**config.mk**
```make
export PLATFORM = sky130hd
export DESIGN_NAME = chg_link_slave
export DESIGN_NICKNAME = d
export VERILOG_FILES = /design/src/chg_link_pkg.sv /design/src/chg_link_slave.sv /design/src/chg_wr_fifo.sv
export VERILOG_INCLUDE_DIRS = /design/src
export SDC_FILE = /design/constraint.sdc
export NUM_CORES = 1
export LEC_CHECK = 0
export BUFFER_PORTS_ARGS = -buffer_cell sky130_fd_sc_hd__buf_2
export CORE_AREA = 8 8 245 247
export DETAILED_ROUTE_END_ITERATION = 10
export DIE_AREA = 0 0 253 255
export GPL_TIMING_DRIVEN = 0
export HOLD_SLACK_MARGIN = 0.02
export SLEW_MARGIN = 20
export SYNTH_ARGS = -nofsm -noshare
export SYNTH_HDL_FRONTEND = slang
export SYNTH_HIERARCHICAL = 1
export SYNTH_SLANG_ARGS = --single-unit
export TNS_END_PERCENT = 1
```
**constraint.sdc**
```tcl
create_clock -name clk -period 8.9 [get_ports clk]
set_input_delay 2.67 -clock clk [delete_from_list [all_inputs] [get_ports clk]]
set_output_delay 2.67 -clock clk [all_outputs]
set_load 0.05 [all_outputs]
```
**src/chg_link_consts.svh**
```systemverilog
/*
  Constants for the charger serial register slave: slave address, high-speed
  master code, monitor register offsets and write buffer shape.
  Assumes inclusion by bare name from the package and the design modules.
*/
`ifndef CHG_LINK_CONSTS_SVH
`define CHG_LINK_CONSTS_SVH

// ----------------------------------------------------------------------------
// link addressing
// ----------------------------------------------------------------------------
`define SLAVE_ADDR7 7'h6B
`define SLAVE_ADDR_WR 8'hD6
`define HS_CODE_HI 5'h01
`define HS_CODE_MSB 7
`define HS_CODE_LSB 3

// ----------------------------------------------------------------------------
// register map
// ----------------------------------------------------------------------------
`define MON_A_OFFSET 8'h10
`define MON_B_OFFSET 8'h11
`define PTR_RESET 8'h00
`define PTR_STEP 8'h01

// ----------------------------------------------------------------------------
// bit counting and buffering
// ----------------------------------------------------------------------------
`define BITS_PER_BYTE 4'h8
`define MSB_POS 7
`define WR_FIFO_WIDTH 16
`define WR_FIFO_DEPTH 32

`endif

```
**src/chg_link_pkg.sv**
```systemverilog
/*
  Types shared by the charger serial register slave, its checker and its bench.
  Assumes chg_link_consts.svh is on the include path.
*/
`include "chg_link_consts.svh"

package chg_link_pkg;

  // ----------------------------------------------------------------------------
  // types
  // ----------------------------------------------------------------------------
  // one committed register write: target offset and value
  typedef struct packed {
    logic [7:0] addr;
    logic [7:0] data;
  } wr_s;

  // link protocol position
  typedef enum logic [2:0] {
    ST_IDLE,
    ST_ADDR,
    ST_ADDR_ACK,
    ST_WDATA,
    ST_WACK,
    ST_RDATA,
    ST_RACK,
    ST_IGNORE
  } link_state_e;

endpackage

```
**src/chg_link_slave.sv**
```systemverilog
/*
  Two-wire serial register slave of the charger: address match, byte
  shifting, acknowledge, auto-incrementing pointer, high-speed entry and
  live monitor reads. Writes leave through a 32-word buffer.
  Assumes scl, sda and monitor inputs are asynchronous to clk; the register
  core answers rd_addr with rd_data on the next clk cycle.
*/
`timescale 1ns/1ps
`default_nettype none

`include "chg_link_consts.svh"

module chg_link_slave
(
  input wire logic clk,
  input wire logic rst,
  input wire logic scl_i,
  input wire logic sda_i,
  output logic sda_o,
  output logic sda_oe,
  input wire logic [7:0] mon_a,
  input wire logic [7:0] mon_b,
  output logic [7:0] rd_addr,
  input wire logic [7:0] rd_data,
  output logic wr_valid,
  input wire logic wr_ready,
  output chg_link_pkg::wr_s wr_data,
  output logic hs_mode
);

  import chg_link_pkg::*;

  // ----------------------------------------------------------------------------
  // declarations
  // ----------------------------------------------------------------------------
  logic [2:0] scl_sync;
  logic [2:0] sda_sync;
  logic [7:0] mon_a_meta;
  logic [7:0] mon_a_live;
  logic [7:0] mon_b_meta;
  logic [7:0] mon_b_live;
  logic scl_rise;
  logic scl_fall;
  logic start_seen;
  logic stop_seen;
  link_state_e state;
  logic [3:0] bit_cnt;
  logic [7:0] rx_shift;
  logic [7:0] tx_shift;
  logic [7:0] ptr;
  logic ptr_loaded;
  logic hs_armed;
  logic push_valid;
  wr_s push_data;
  logic fifo_in_ready;
  logic byte_done;
  logic [7:0] read_value;

  // ----------------------------------------------------------------------------
  // helpers
  // ----------------------------------------------------------------------------
  // pick the byte served for a register offset; monitors are live
  function automatic logic [7:0] read_mux(
    input logic [7:0] offset,
    input logic [7:0] live_a,
    input logic [7:0] live_b,
    input logic [7:0] core_data
  );
    logic [7:0] value;
    value = core_data;
    if (offset == `MON_A_OFFSET)
      value = live_a;
    else if (offset == `MON_B_OFFSET)
      value = live_b;
    return value;
  endfunction

  // pointer step with 8-bit wrap
  function automatic logic [7:0] ptr_next(input logic [7:0] p);
    return p + `PTR_STEP;
  endfunction

  // ----------------------------------------------------------------------------
  // input synchronisers
  // ----------------------------------------------------------------------------
  // two flops per line, a third only for edge finding
  always_ff @(posedge clk or posedge rst)
  begin
    if (rst)
    begin
      scl_sync <= 3'h7;
      sda_sync <= 3'h7;
    end
    else
    begin
      scl_sync <= {scl_sync[1:0], scl_i};
      sda_sync <= {sda_sync[1:0], sda_i};
    end
  end

  // monitor status lines: synchronised only, never filtered
  always_ff @(posedge clk or posedge rst)
  begin
    if (rst)
    begin
      mon_a_meta <= 8'h00;
      mon_a_live <= 8'h00;
      mon_b_meta <= 8'h00;
      mon_b_live <= 8'h00;
    end
    else
    begin
      mon_a_meta <= mon_a;
      mon_a_live <= mon_a_meta;
      mon_b_meta <= mon_b;
      mon_b_live <= mon_b_meta;
    end
  end

  // ----------------------------------------------------------------------------
  // bus events
  // ----------------------------------------------------------------------------
  // edges use the second and third flops only
  assign scl_rise = scl_sync[1] && !scl_sync[2];
  assign scl_fall = !scl_sync[1] && scl_sync[2];
  assign start_seen = scl_sync[1] && scl_sync[2] && !sda_sync[1] && sda_sync[2];
  assign stop_seen = scl_sync[1] && scl_sync[2] && sda_sync[1] && !sda_sync[2];
  assign byte_done = (bit_cnt == `BITS_PER_BYTE);
  assign read_value = read_mux(ptr, mon_a_live, mon_b_live, rd_data);

  // ----------------------------------------------------------------------------
  // protocol sequencer
  // ----------------------------------------------------------------------------
  // a start always restarts address reception, from any state
  always_ff @(posedge clk or posedge rst)
  begin
    if (rst)
      state <= ST_IDLE;
    else if (stop_seen)
      state <= ST_IDLE;
    else if (start_seen)
      state <= ST_ADDR;
    else if (scl_fall)
    begin
      unique case (state)
        ST_IDLE:
          state <= ST_IDLE;
        ST_ADDR:
        begin
          if (byte_done)
          begin
            if (rx_shift[7:1] == `SLAVE_ADDR7)
              state <= ST_ADDR_ACK;
            else
              state <= ST_IGNORE;
          end
        end
        ST_ADDR_ACK:
          state <= rx_shift[0] ? ST_RDATA : ST_WDATA;
        ST_WDATA:
        begin
          if (byte_done)
            state <= ST_WACK;
        end
        ST_WACK:
          state <= sda_oe ? ST_WDATA : ST_IGNORE;
        ST_RDATA:
        begin
          if (byte_done)
            state <= ST_RACK;
        end
        ST_RACK:
          state <= rx_shift[0] ? ST_IGNORE : ST_RDATA;
        ST_IGNORE:
          state <= ST_IGNORE;
      endcase
    end
  end

  // ----------------------------------------------------------------------------
  // bit counter and receive shifter
  // ----------------------------------------------------------------------------
  // count clock rises within a byte, clear when the byte is closed
  always_ff @(posedge clk or posedge rst)
  begin
    if (rst)
      bit_cnt <= 4'h0;
    else if (start_seen || stop_seen)
      bit_cnt <= 4'h0;
    else if (scl_fall && byte_done)
      bit_cnt <= 4'h0;
    else if (scl_rise && (state == ST_ADDR || state == ST_WDATA || state == ST_RDATA))
      bit_cnt <= bit_cnt + 4'h1;
  end

  // sample data on each rise, oldest bit ends at the top
  always_ff @(posedge clk or posedge rst)
  begin
    if (rst)
      rx_shift <= 8'h00;
    else if (scl_rise)
    begin
      if (state == ST_ADDR || state == ST_WDATA)
        rx_shift <= {rx_shift[6:0], sda_sync[1]};
      else if (state == ST_RACK)
        rx_shift <= {7'h00, sda_sync[1]};
    end
  end

  // ----------------------------------------------------------------------------
  // high-speed mode
  // ----------------------------------------------------------------------------
  // code arms the switch, the next repeated start takes it
  always_ff @(posedge clk or posedge rst)
  begin
    if (rst)
    begin
      hs_armed <= 1'b0;
      hs_mode <= 1'b0;
    end
    else if (stop_seen)
    begin
      hs_armed <= 1'b0;
      hs_mode <= 1'b0;
    end
    else if (start_seen && hs_armed)
    begin
      hs_armed <= 1'b0;
      hs_mode <= 1'b1;
    end
    else if (scl_fall && state == ST_ADDR && byte_done
             && rx_shift[`HS_CODE_MSB:`HS_CODE_LSB] == `HS_CODE_HI)
      hs_armed <= 1'b1;
  end

  // ----------------------------------------------------------------------------
  // register pointer
  // ----------------------------------------------------------------------------
  // loaded by the first written byte, stepped per byte moved
  always_ff @(posedge clk or posedge rst)
  begin
    if (rst)
    begin
      ptr <= `PTR_RESET;
      ptr_loaded <= 1'b0;
    end
    else if (start_seen)
      ptr_loaded <= 1'b0;
    else if (scl_fall && state == ST_WDATA && byte_done)
    begin
      if (!ptr_loaded)
      begin
        ptr <= rx_shift;
        ptr_loaded <= 1'b1;
      end
      else if (fifo_in_ready)
        ptr <= ptr_next(ptr);
    end
    else if (scl_fall && (state == ST_ADDR_ACK || state == ST_RACK) && tx_load_ok(state, rx_shift[0]))
      ptr <= ptr_next(ptr);
  end

  // true when a read byte is loaded on this falling edge
  function automatic logic tx_load_ok(input link_state_e st, input logic master_nack);
    logic ok;
    ok = 1'b0;
    if (st == ST_ADDR_ACK && rx_shift[0])
      ok = 1'b1;
    else if (st == ST_RACK && !master_nack)
      ok = 1'b1;
    return ok;
  endfunction

  // address for the register core follows the pointer
  always_ff @(posedge clk or posedge rst)
  begin
    if (rst)
      rd_addr <= `PTR_RESET;
    else
      rd_addr <= ptr;
  end

  // ----------------------------------------------------------------------------
  // write commit
  // ----------------------------------------------------------------------------
  // data bytes after the pointer byte go to the buffer one clock after the eighth fall
  always_ff @(posedge clk or posedge rst)
  begin
    if (rst)
    begin
      push_valid <= 1'b0;
      push_data <= '0;
    end
    else
    begin
      push_valid <= 1'b0;
      if (scl_fall && state == ST_WDATA && byte_done && ptr_loaded && fifo_in_ready)
      begin
        push_valid <= 1'b1;
        push_data.addr <= ptr;
        push_data.data <= rx_shift;
      end
    end
  end

  // ----------------------------------------------------------------------------
  // transmit shifter
  // ----------------------------------------------------------------------------
  // load a byte when the master wants one, move out on each fall
  always_ff @(posedge clk or posedge rst)
  begin
    if (rst)
      tx_shift <= 8'hFF;
    else if (scl_fall)
    begin
      if (tx_load_ok(state, rx_shift[0]))
        tx_shift <= read_value;
      else if (state == ST_RDATA)
        tx_shift <= {tx_shift[6:0], 1'b1};
    end
  end

  // ----------------------------------------------------------------------------
  // data line driver
  // ----------------------------------------------------------------------------
  // open drain: level is always low, only the enable moves
  always_ff @(posedge clk or posedge rst)
  begin
    if (rst)
      sda_o <= 1'b0;
    else
      sda_o <= 1'b0;
  end

  // pull low for acknowledge or a zero read bit, release otherwise
  always_ff @(posedge clk or posedge rst)
  begin
    if (rst)
      sda_oe <= 1'b0;
    else if (start_seen || stop_seen)
      sda_oe <= 1'b0;
    else if (scl_fall)
    begin
      sda_oe <= 1'b0;
      if (byte_done && state == ST_ADDR && rx_shift[7:1] == `SLAVE_ADDR7)
        sda_oe <= 1'b1;
      else if (byte_done && state == ST_WDATA && (!ptr_loaded || fifo_in_ready))
        sda_oe <= 1'b1;
      else if (tx_load_ok(state, rx_shift[0]))
        sda_oe <= !read_value[`MSB_POS];
      else if (state == ST_RDATA && !byte_done)
        sda_oe <= !tx_shift[`MSB_POS - 1];
    end
  end

  // ----------------------------------------------------------------------------
  // write buffer
  // ----------------------------------------------------------------------------
  // a full buffer refuses the byte with a not-acknowledge
  chg_wr_fifo #(
    .WIDTH(`WR_FIFO_WIDTH),
    .DEPTH(`WR_FIFO_DEPTH)
  ) u_wr_fifo (
    .clk(clk),
    .rst(rst),
    .in_valid(push_valid),
    .in_ready(fifo_in_ready),
    .in_data(push_data),
    .out_valid(wr_valid),
    .out_ready(wr_ready),
    .out_data(wr_data)
  );

endmodule

`default_nettype wire

```
**src/chg_wr_fifo.sv**
```systemverilog
/*
  Synchronous first-in first-out buffer with valid/ready on both sides.
  Assumes one clock and an asynchronous active-high reset.
*/
`timescale 1ns/1ps
`default_nettype none

module chg_wr_fifo
#(
  parameter int WIDTH = 16,
  parameter int DEPTH = 32
)
(
  input wire logic clk,
  input wire logic rst,
  input wire logic in_valid,
  output logic in_ready,
  input wire logic [WIDTH-1:0] in_data,
  output logic out_valid,
  input wire logic out_ready,
  output logic [WIDTH-1:0] out_data
);

  localparam int AW = $clog2(DEPTH);

  logic [WIDTH-1:0] mem [DEPTH];
  logic [AW-1:0] wr_ptr;
  logic [AW-1:0] rd_ptr;
  logic [AW:0] count;
  logic push;
  logic pop;

  // ----------------------------------------------------------------------------
  // flags
  // ----------------------------------------------------------------------------
  assign in_ready = (count != (AW+1)'(DEPTH));
  assign out_valid = (count != '0);
  assign out_data = mem[rd_ptr];
  assign push = in_valid && in_ready;
  assign pop = out_valid && out_ready;

  // storage, written only on push
  always_ff @(posedge clk)
  begin
    if (push)
      mem[wr_ptr] <= in_data;
  end

  // pointers and fill level
  always_ff @(posedge clk or posedge rst)
  begin
    if (rst)
    begin
      wr_ptr <= '0;
      rd_ptr <= '0;
      count <= '0;
    end
    else
    begin
      if (push)
        wr_ptr <= (wr_ptr == AW'(DEPTH - 1)) ? '0 : wr_ptr + 1'b1;
      if (pop)
        rd_ptr <= (rd_ptr == AW'(DEPTH - 1)) ? '0 : rd_ptr + 1'b1;
      if (push && !pop)
        count <= count + 1'b1;
      else if (pop && !push)
        count <= count - 1'b1;
    end
  end

endmodule

`default_nettype wire
```
# After elaboration in Yosys (flattened, before gate mapping)

Memory sizes are Yosys's and may differ from the RTL's.
Index checks and enable logic that the tools add are counted.

Memories kept: 1
Bits of input ports: 29
Word-level logic and storage cells: 164
Register bits: 113
Bits in read-only memories: 0
Bits in writable memories: 512
Bits in latches: 0
Output and inout port bits: 28

Memories:

| memory        | depth | bits a word | rd ports | clocked after memory_dff | write ports | line              | RTL |
|---|---|---|---|---|---|---|---|
| u_wr_fifo.mem | 32    | 16          | 1        | 0                        | 1           | chg_wr_fifo.sv:26 | `logic [WIDTH-1:0] mem [DEPTH];` |

Divide/modulo/power cells: 0
Bitwise logic cells: 1
Equal/unequal tests: 19
Shifts and indexed selects: 0
Reductions and logical operators: 62
Mux-type cells: 53
$add $sub $neg: 6
$lt $le $gt $ge: 0
Multiply operators: 0

Operators by type and width:

| operator                                            | number |
|---|---|
| 2-to-1 mux 8 bit                                    | 8 |
| logical AND 1 bit                                   | 30 |
| 2-to-1 mux 3 bit                                    | 9 |
| 2-to-1 mux 1 bit                                    | 25 |
| case mux 3 bit (8 select lines)                     | 1 |
| equality test 8 x 5 -> 1 bit, second input constant | 2 |
| 2-to-1 mux 7 bit                                    | 2 |
| nonzero test 2 bit                                  | 7 |
| equality test 3 bit, second input constant          | 4 |
| 2-to-1 mux 4 bit                                    | 3 |
| 2-to-1 mux 6 bit                                    | 2 |
| != test 4 bit, second input constant                | 3 |
| logical NOT 1 bit                                   | 11 |
| adder 5 x 1 -> 5 bit, second input constant         | 2 |
| equality test 5 bit, second input constant          | 2 |
| 2-to-1 mux 5 bit                                    | 2 |
| nonzero test 3 bit                                  | 3 |
| adder 8 x 1 -> 8 bit, second input constant         | 1 |
| equality test 7 bit, second input constant          | 1 |
| adder 6 x 1 -> 6 bit, second input constant         | 1 |
| equality test 3 x 2 -> 1 bit, second input constant | 2 |
| != test 6 bit, second input constant                | 1 |
| nonzero test 6 bit                                  | 1 |
| subtractor 6 x 1 -> 6 bit, second input constant    | 1 |
| other kinds (12)                                    | 17 |

# Logic depth before layout (Yosys ltp)

Depth after elaboration: 13
Depth in mapped cells: 10
Mapped depth without buffers: 10

# Modules after synthesis

Netlist, hierarchy kept.

By module, submodules not included:

| module         | area each (µm²) | sequential area each (µm²) | cells each | instances |
|---|---|---|---|---|
| chg_wr_fifo    | 20,678.6        | 15,775.1                   | 995        | 1 |
| chg_link_slave | 4,222.8         | 2,443.6                    | 334        | 1 |

# Least setup slack after synthesis

No wires, ideal clock.

Kind: flip-flop to output port
Start point: reg u_wr_fifo.rd_ptr[0]
End point: out wr_data[14] (netlist bit)
Stages on the path, launching flop included: 9
Arrival time: 2,527 ps
Setup slack: 3,703 ps
Path buffers: 4
Required time: 6,230 ps
Cell sequence: dfrtp_1 -> buf_6 -> buf_6 -> buf_6 -> buf_6 -> mux2i_1 -> o221ai_1 -> a211oi_1 -> a311oi_1

RTL lines:

| item                   | line                 | RTL |
|---|---|---|
| from (decl)            | chg_wr_fifo.sv:28    | `logic [AW-1:0] rd_ptr;` |
| from (signal assigned) | chg_wr_fifo.sv:63    | `rd_ptr <= (rd_ptr == AW'(DEPTH - 1)) ? '0 : rd_ptr + 1'b1;` |
| to (decl)              | chg_link_slave.sv:27 | `output chg_link_pkg::wr_s wr_data,` |

==> qor.yml <==
cp_slowest_cell: "a2111oi_2"
grt_use_total_pct: 17.27
max_freq_ghz: 0.1604
htreeDepth: 2
crit_path_end_kind: "primary output"
yosys_most_used_dff: "edfxtp_1"
die_y_um: 255
reg2reg_slack_ns: 5.54
crit_family: "compound AO/OA/AOI/OAI gates"
tns_ns: 0
hp-start: "mon_b_meta[5]$_DFF_PP0_"
cts_hold_buf: 0
coreArea_um2: 55950
hold_path_depth: 0
ctsLongestPathBuffers: 3
grt_pass1_vias: 13160
max_cap_violations: 0
drtIter0Drc: 1000
period_minus_slack_ns: 6.233
syn_avg_cell_area_um2: 18.74
fin_crit_sh_pct: 70.03
reg2reg_to: "u_wr_fifo/count[5]$_DFFE_PP0P_"
gr-total-overflow: 0
start_util_pct: 44.51
pin_count: 57
worstSetupPathType: "flip-flop to primary output"
diodes: 0
whs_ns: 0.3434
place_hpwl_um: 37420
grt_pass1_wl_um: 83720
wl_um: 55470
syn_to_final_growth_pct: 15.22
cp_slowest_stage_delay_ns: 0.80
cp_data_required_time_ns: 6.23
io_buffer_count: 55
ys_seq_elements: 625
setup_ws_ns: 2.667
num_vias: 12850
clk_latency_ns: 0.63
crit_path_start_kind: "flip-flop"
ys_seq_area_share_pct: 73.16
yosysUniqueCellTypes: 87
routed_via_density: 5.628
yosysWarnings: 6
syn-cell-area_um2: 24900
ir_worst_vdd_v: 0.0002120
finalSetupViolCount: 0
cts.sinks: 625
tightestPinTransition_ns: 0.9893
skew_ns: 0.03027
dr.pass1.iters: 4
path_cells: "buf_4, nand3b_1, clkbuf_1, o22ai_1, a2111oi_2, a21oi_1, buf_2"
leakagePower_nw: 9.894
arrival_ns: 3.56
final_max_slew_viol_count: 0
syn_nets: 1377
dieArea_um2: 64520
timing.rr.start: "u_wr_fifo/count[0]$_DFFE_PP0P_"
fill_cells: 4567
utilization_pct: 51.28
path_max_fanout: 10
timing.critical_path.buf_inv: 3
hold-path-endpoint: "mon_b_live[5]$_DFF_PP0_"
syn_inst: 1329
wire_per_inst_um: 24.29
gp_congestion: 0.8458
slew_headroom_pct: 34.05
cts_resized: 0
rsz0062_at_grt: "false"
status: "complete, no violations"
final_net_count: 1527
place_ws_ns: 3.244
layout-drive-gt1-share_pct: 27.29
cts_setup_buffers: 0
hold_violations: 0
antenna_found_initial: 0
clk_pin_slew_worst_paths_ns: 0.06
cts_buffers: 60
hold_path.class: "flip-flop to flip-flop"
power.density_nw_per_um2: 274.3
cts_tree: "built"
drc: 0
cts-root-buf: "clkbuf_16"
rr_worst_depth: 9
grt_max_degree: 63
antenna_left: 0
rows: 87
p_total_mw: 7.871
postSynth.asyncResetShare_pct: 18.08
die_x_um: 253
synth_enable_flop_cells: 512
cells in the final DEF (no fill, tap or decap), types with 19 or more instances in the layout:
| cell type | netlist | final |
|---|---|---|
| edfxtp_1 | 512 | 512 |
| mux4_2 | 94 | 94 |
| dfrtp_1 | 100 | 85 |
| mux2i_1 | 76 | 76 |
| buf_2 | 10 | 65 |
| clkbuf_16 | 0 | 60 |
| clkbuf_1 | 30 | 41 |
| a21oi_1 | 39 | 39 |
| buf_6 | 12 | 34 |
| nand2_1 | 34 | 34 |
| nor2_2 | 0 | 32 |
| nor2_1 | 60 | 28 |
| a22o_1 | 25 | 25 |
| inv_1 | 25 | 24 |
| o221ai_1 | 20 | 20 |
| a22oi_1 | 20 | 20 |
| o22ai_1 | 19 | 19 |
cell type report:
| type | instances | area (µm²) | share of cell area, % |
|---|---|---|---|
| Timing Repair Buffer | 88 | 700.7 | 2.442 |
| Buffer | 66 | 425.4 | 1.483 |
| Tap cell | 756 | 945.9 | 3.297 |
| Multi-Input combinational cell | 612 | 6240 | 21.75 |
| Clock buffer | 74 | 1584 | 5.521 |
| Inverter | 26 | 102.6 | 0.3576 |
| Clock inverter | 37 | 456.7 | 1.592 |
| Sequential cell | 625 | 18240 | 63.56 |
sequential cells by signal (all words and copies together) (netlist names), 4 cells and up:
name	flops
u_wr_fifo/mem	512
push_data	16
mon_a_live	8
mon_a_meta	8
mon_b_live	8
mon_b_meta	8
ptr	8
rd_addr	8
rx_shift	8
tx_shift	7
u_wr_fifo/count	6
u_wr_fifo/rd_ptr	5
u_wr_fifo/wr_ptr	5
bit_cnt	4
worst register-to-register path, delay by kind of cell (launching register included):
kind,cells,cell delay [ns]
AOI/OAI and AO/OA,5,1.28
buffers and inverters,1,0.18
and+or+nand+nor,1,0.60
adders and majority gates,2,0.74
DFF,1,0.42
routing by layer:
metal	GRT usage [%]	vias to the layer above	wire (µm)
met4	6.262	0	2031
met3	2.924	86	3086
met5	0	-	0
li1	-	5699	-
met1	23.69	6714	23900
met2	27.81	355	26450
how the worst max path moves through the flow:
| stage | from | slack [ns] | end | cells past startpoint |
|---|---|---|---|---|
| 2_1_floorplan | u_wr_fifo/rd_ptr[0]$_DFFE_PP0P_ | 3.70 | wr_data[14] | 8 |
| 3_3_place_gp | rst | 2.65 | rd_addr[2]$_DFF_PP0_ | 2 |
| 3_5_place_dp | u_wr_fifo/rd_ptr[1]$_DFFE_PP0P_ | 3.24 | wr_data[7] | 7 |
| 4_1_cts | u_wr_fifo/rd_ptr[1]$_DFFE_PP0P_ | 2.56 | wr_data[7] | 7 |
| 5_1_grt | u_wr_fifo/rd_ptr[0]$_DFFE_PP0P_ | 2.50 | wr_data[7] | 9 |
| 6_report | u_wr_fifo/rd_ptr[1]$_DFFE_PP0P_ | 2.67 | wr_data[7] | 7 |
cell usage after synthesis, drive strengths merged, types with 5 or more instances:
cell / count / area (µm²)
a2111oi: 16 / 219.0
a21oi: 39 / 195.2
a22o: 25 / 219.0
a22oi: 21 / 162.6
buf: 35 / 307.8
clkbuf: 31 / 117.6
dfrtp: 100 / 2502
dfstp: 13 / 341.6
edfxtp: 512 / 15370
ha: 18 / 225.2
inv: 26 / 97.59
mux2: 20 / 262.8
mux2i: 76 / 760.7
mux4: 96 / 2170
nand2: 35 / 138.9
nand2b: 8 / 57.55
nand3: 15 / 75.07
nand3b: 8 / 63.81
nor2: 60 / 225.2
nor2b: 8 / 50.05
nor3: 11 / 71.32
o21ai: 22 / 110.1
o221ai: 20 / 175.2
o22a: 6 / 52.55
o22ai: 19 / 118.9
o31ai: 10 / 102.6
xnor2: 5 / 43.79
power breakdown:
part           switching (mW)  internal (mW)
Combinational            1.25          0.673
Sequential             0.0994           3.22
Clock                    1.07           1.55
Total                    2.42           5.45
kinds of logic after synthesis:
| group | Yosys count | share of synthesized area, % |
|---|---|---|
| other | 1 | 0.01506 |
| muxes | 192 | 12.82 |
| xor gates and xnor gates | 8 | 0.2814 |
| AOI/OAI and AO/OA | 212 | 6.627 |
| DFF | 625 | 73.16 |
| adders and majority gates | 19 | 0.9848 |
| buffers and inverters | 92 | 2.100 |
| and+or+nand+nor | 180 | 4.005 |
per-stage QoR:
stage          area [µm²]  std cells
2_1_floorplan       24900       1329
3_3_place_gp        26120       2140
3_5_place_dp        26640       2173
4_1_cts             28680       2284
5_1_grt             28690       2284
6_report            28690       2284
Power figures use the tool's default switching activity.
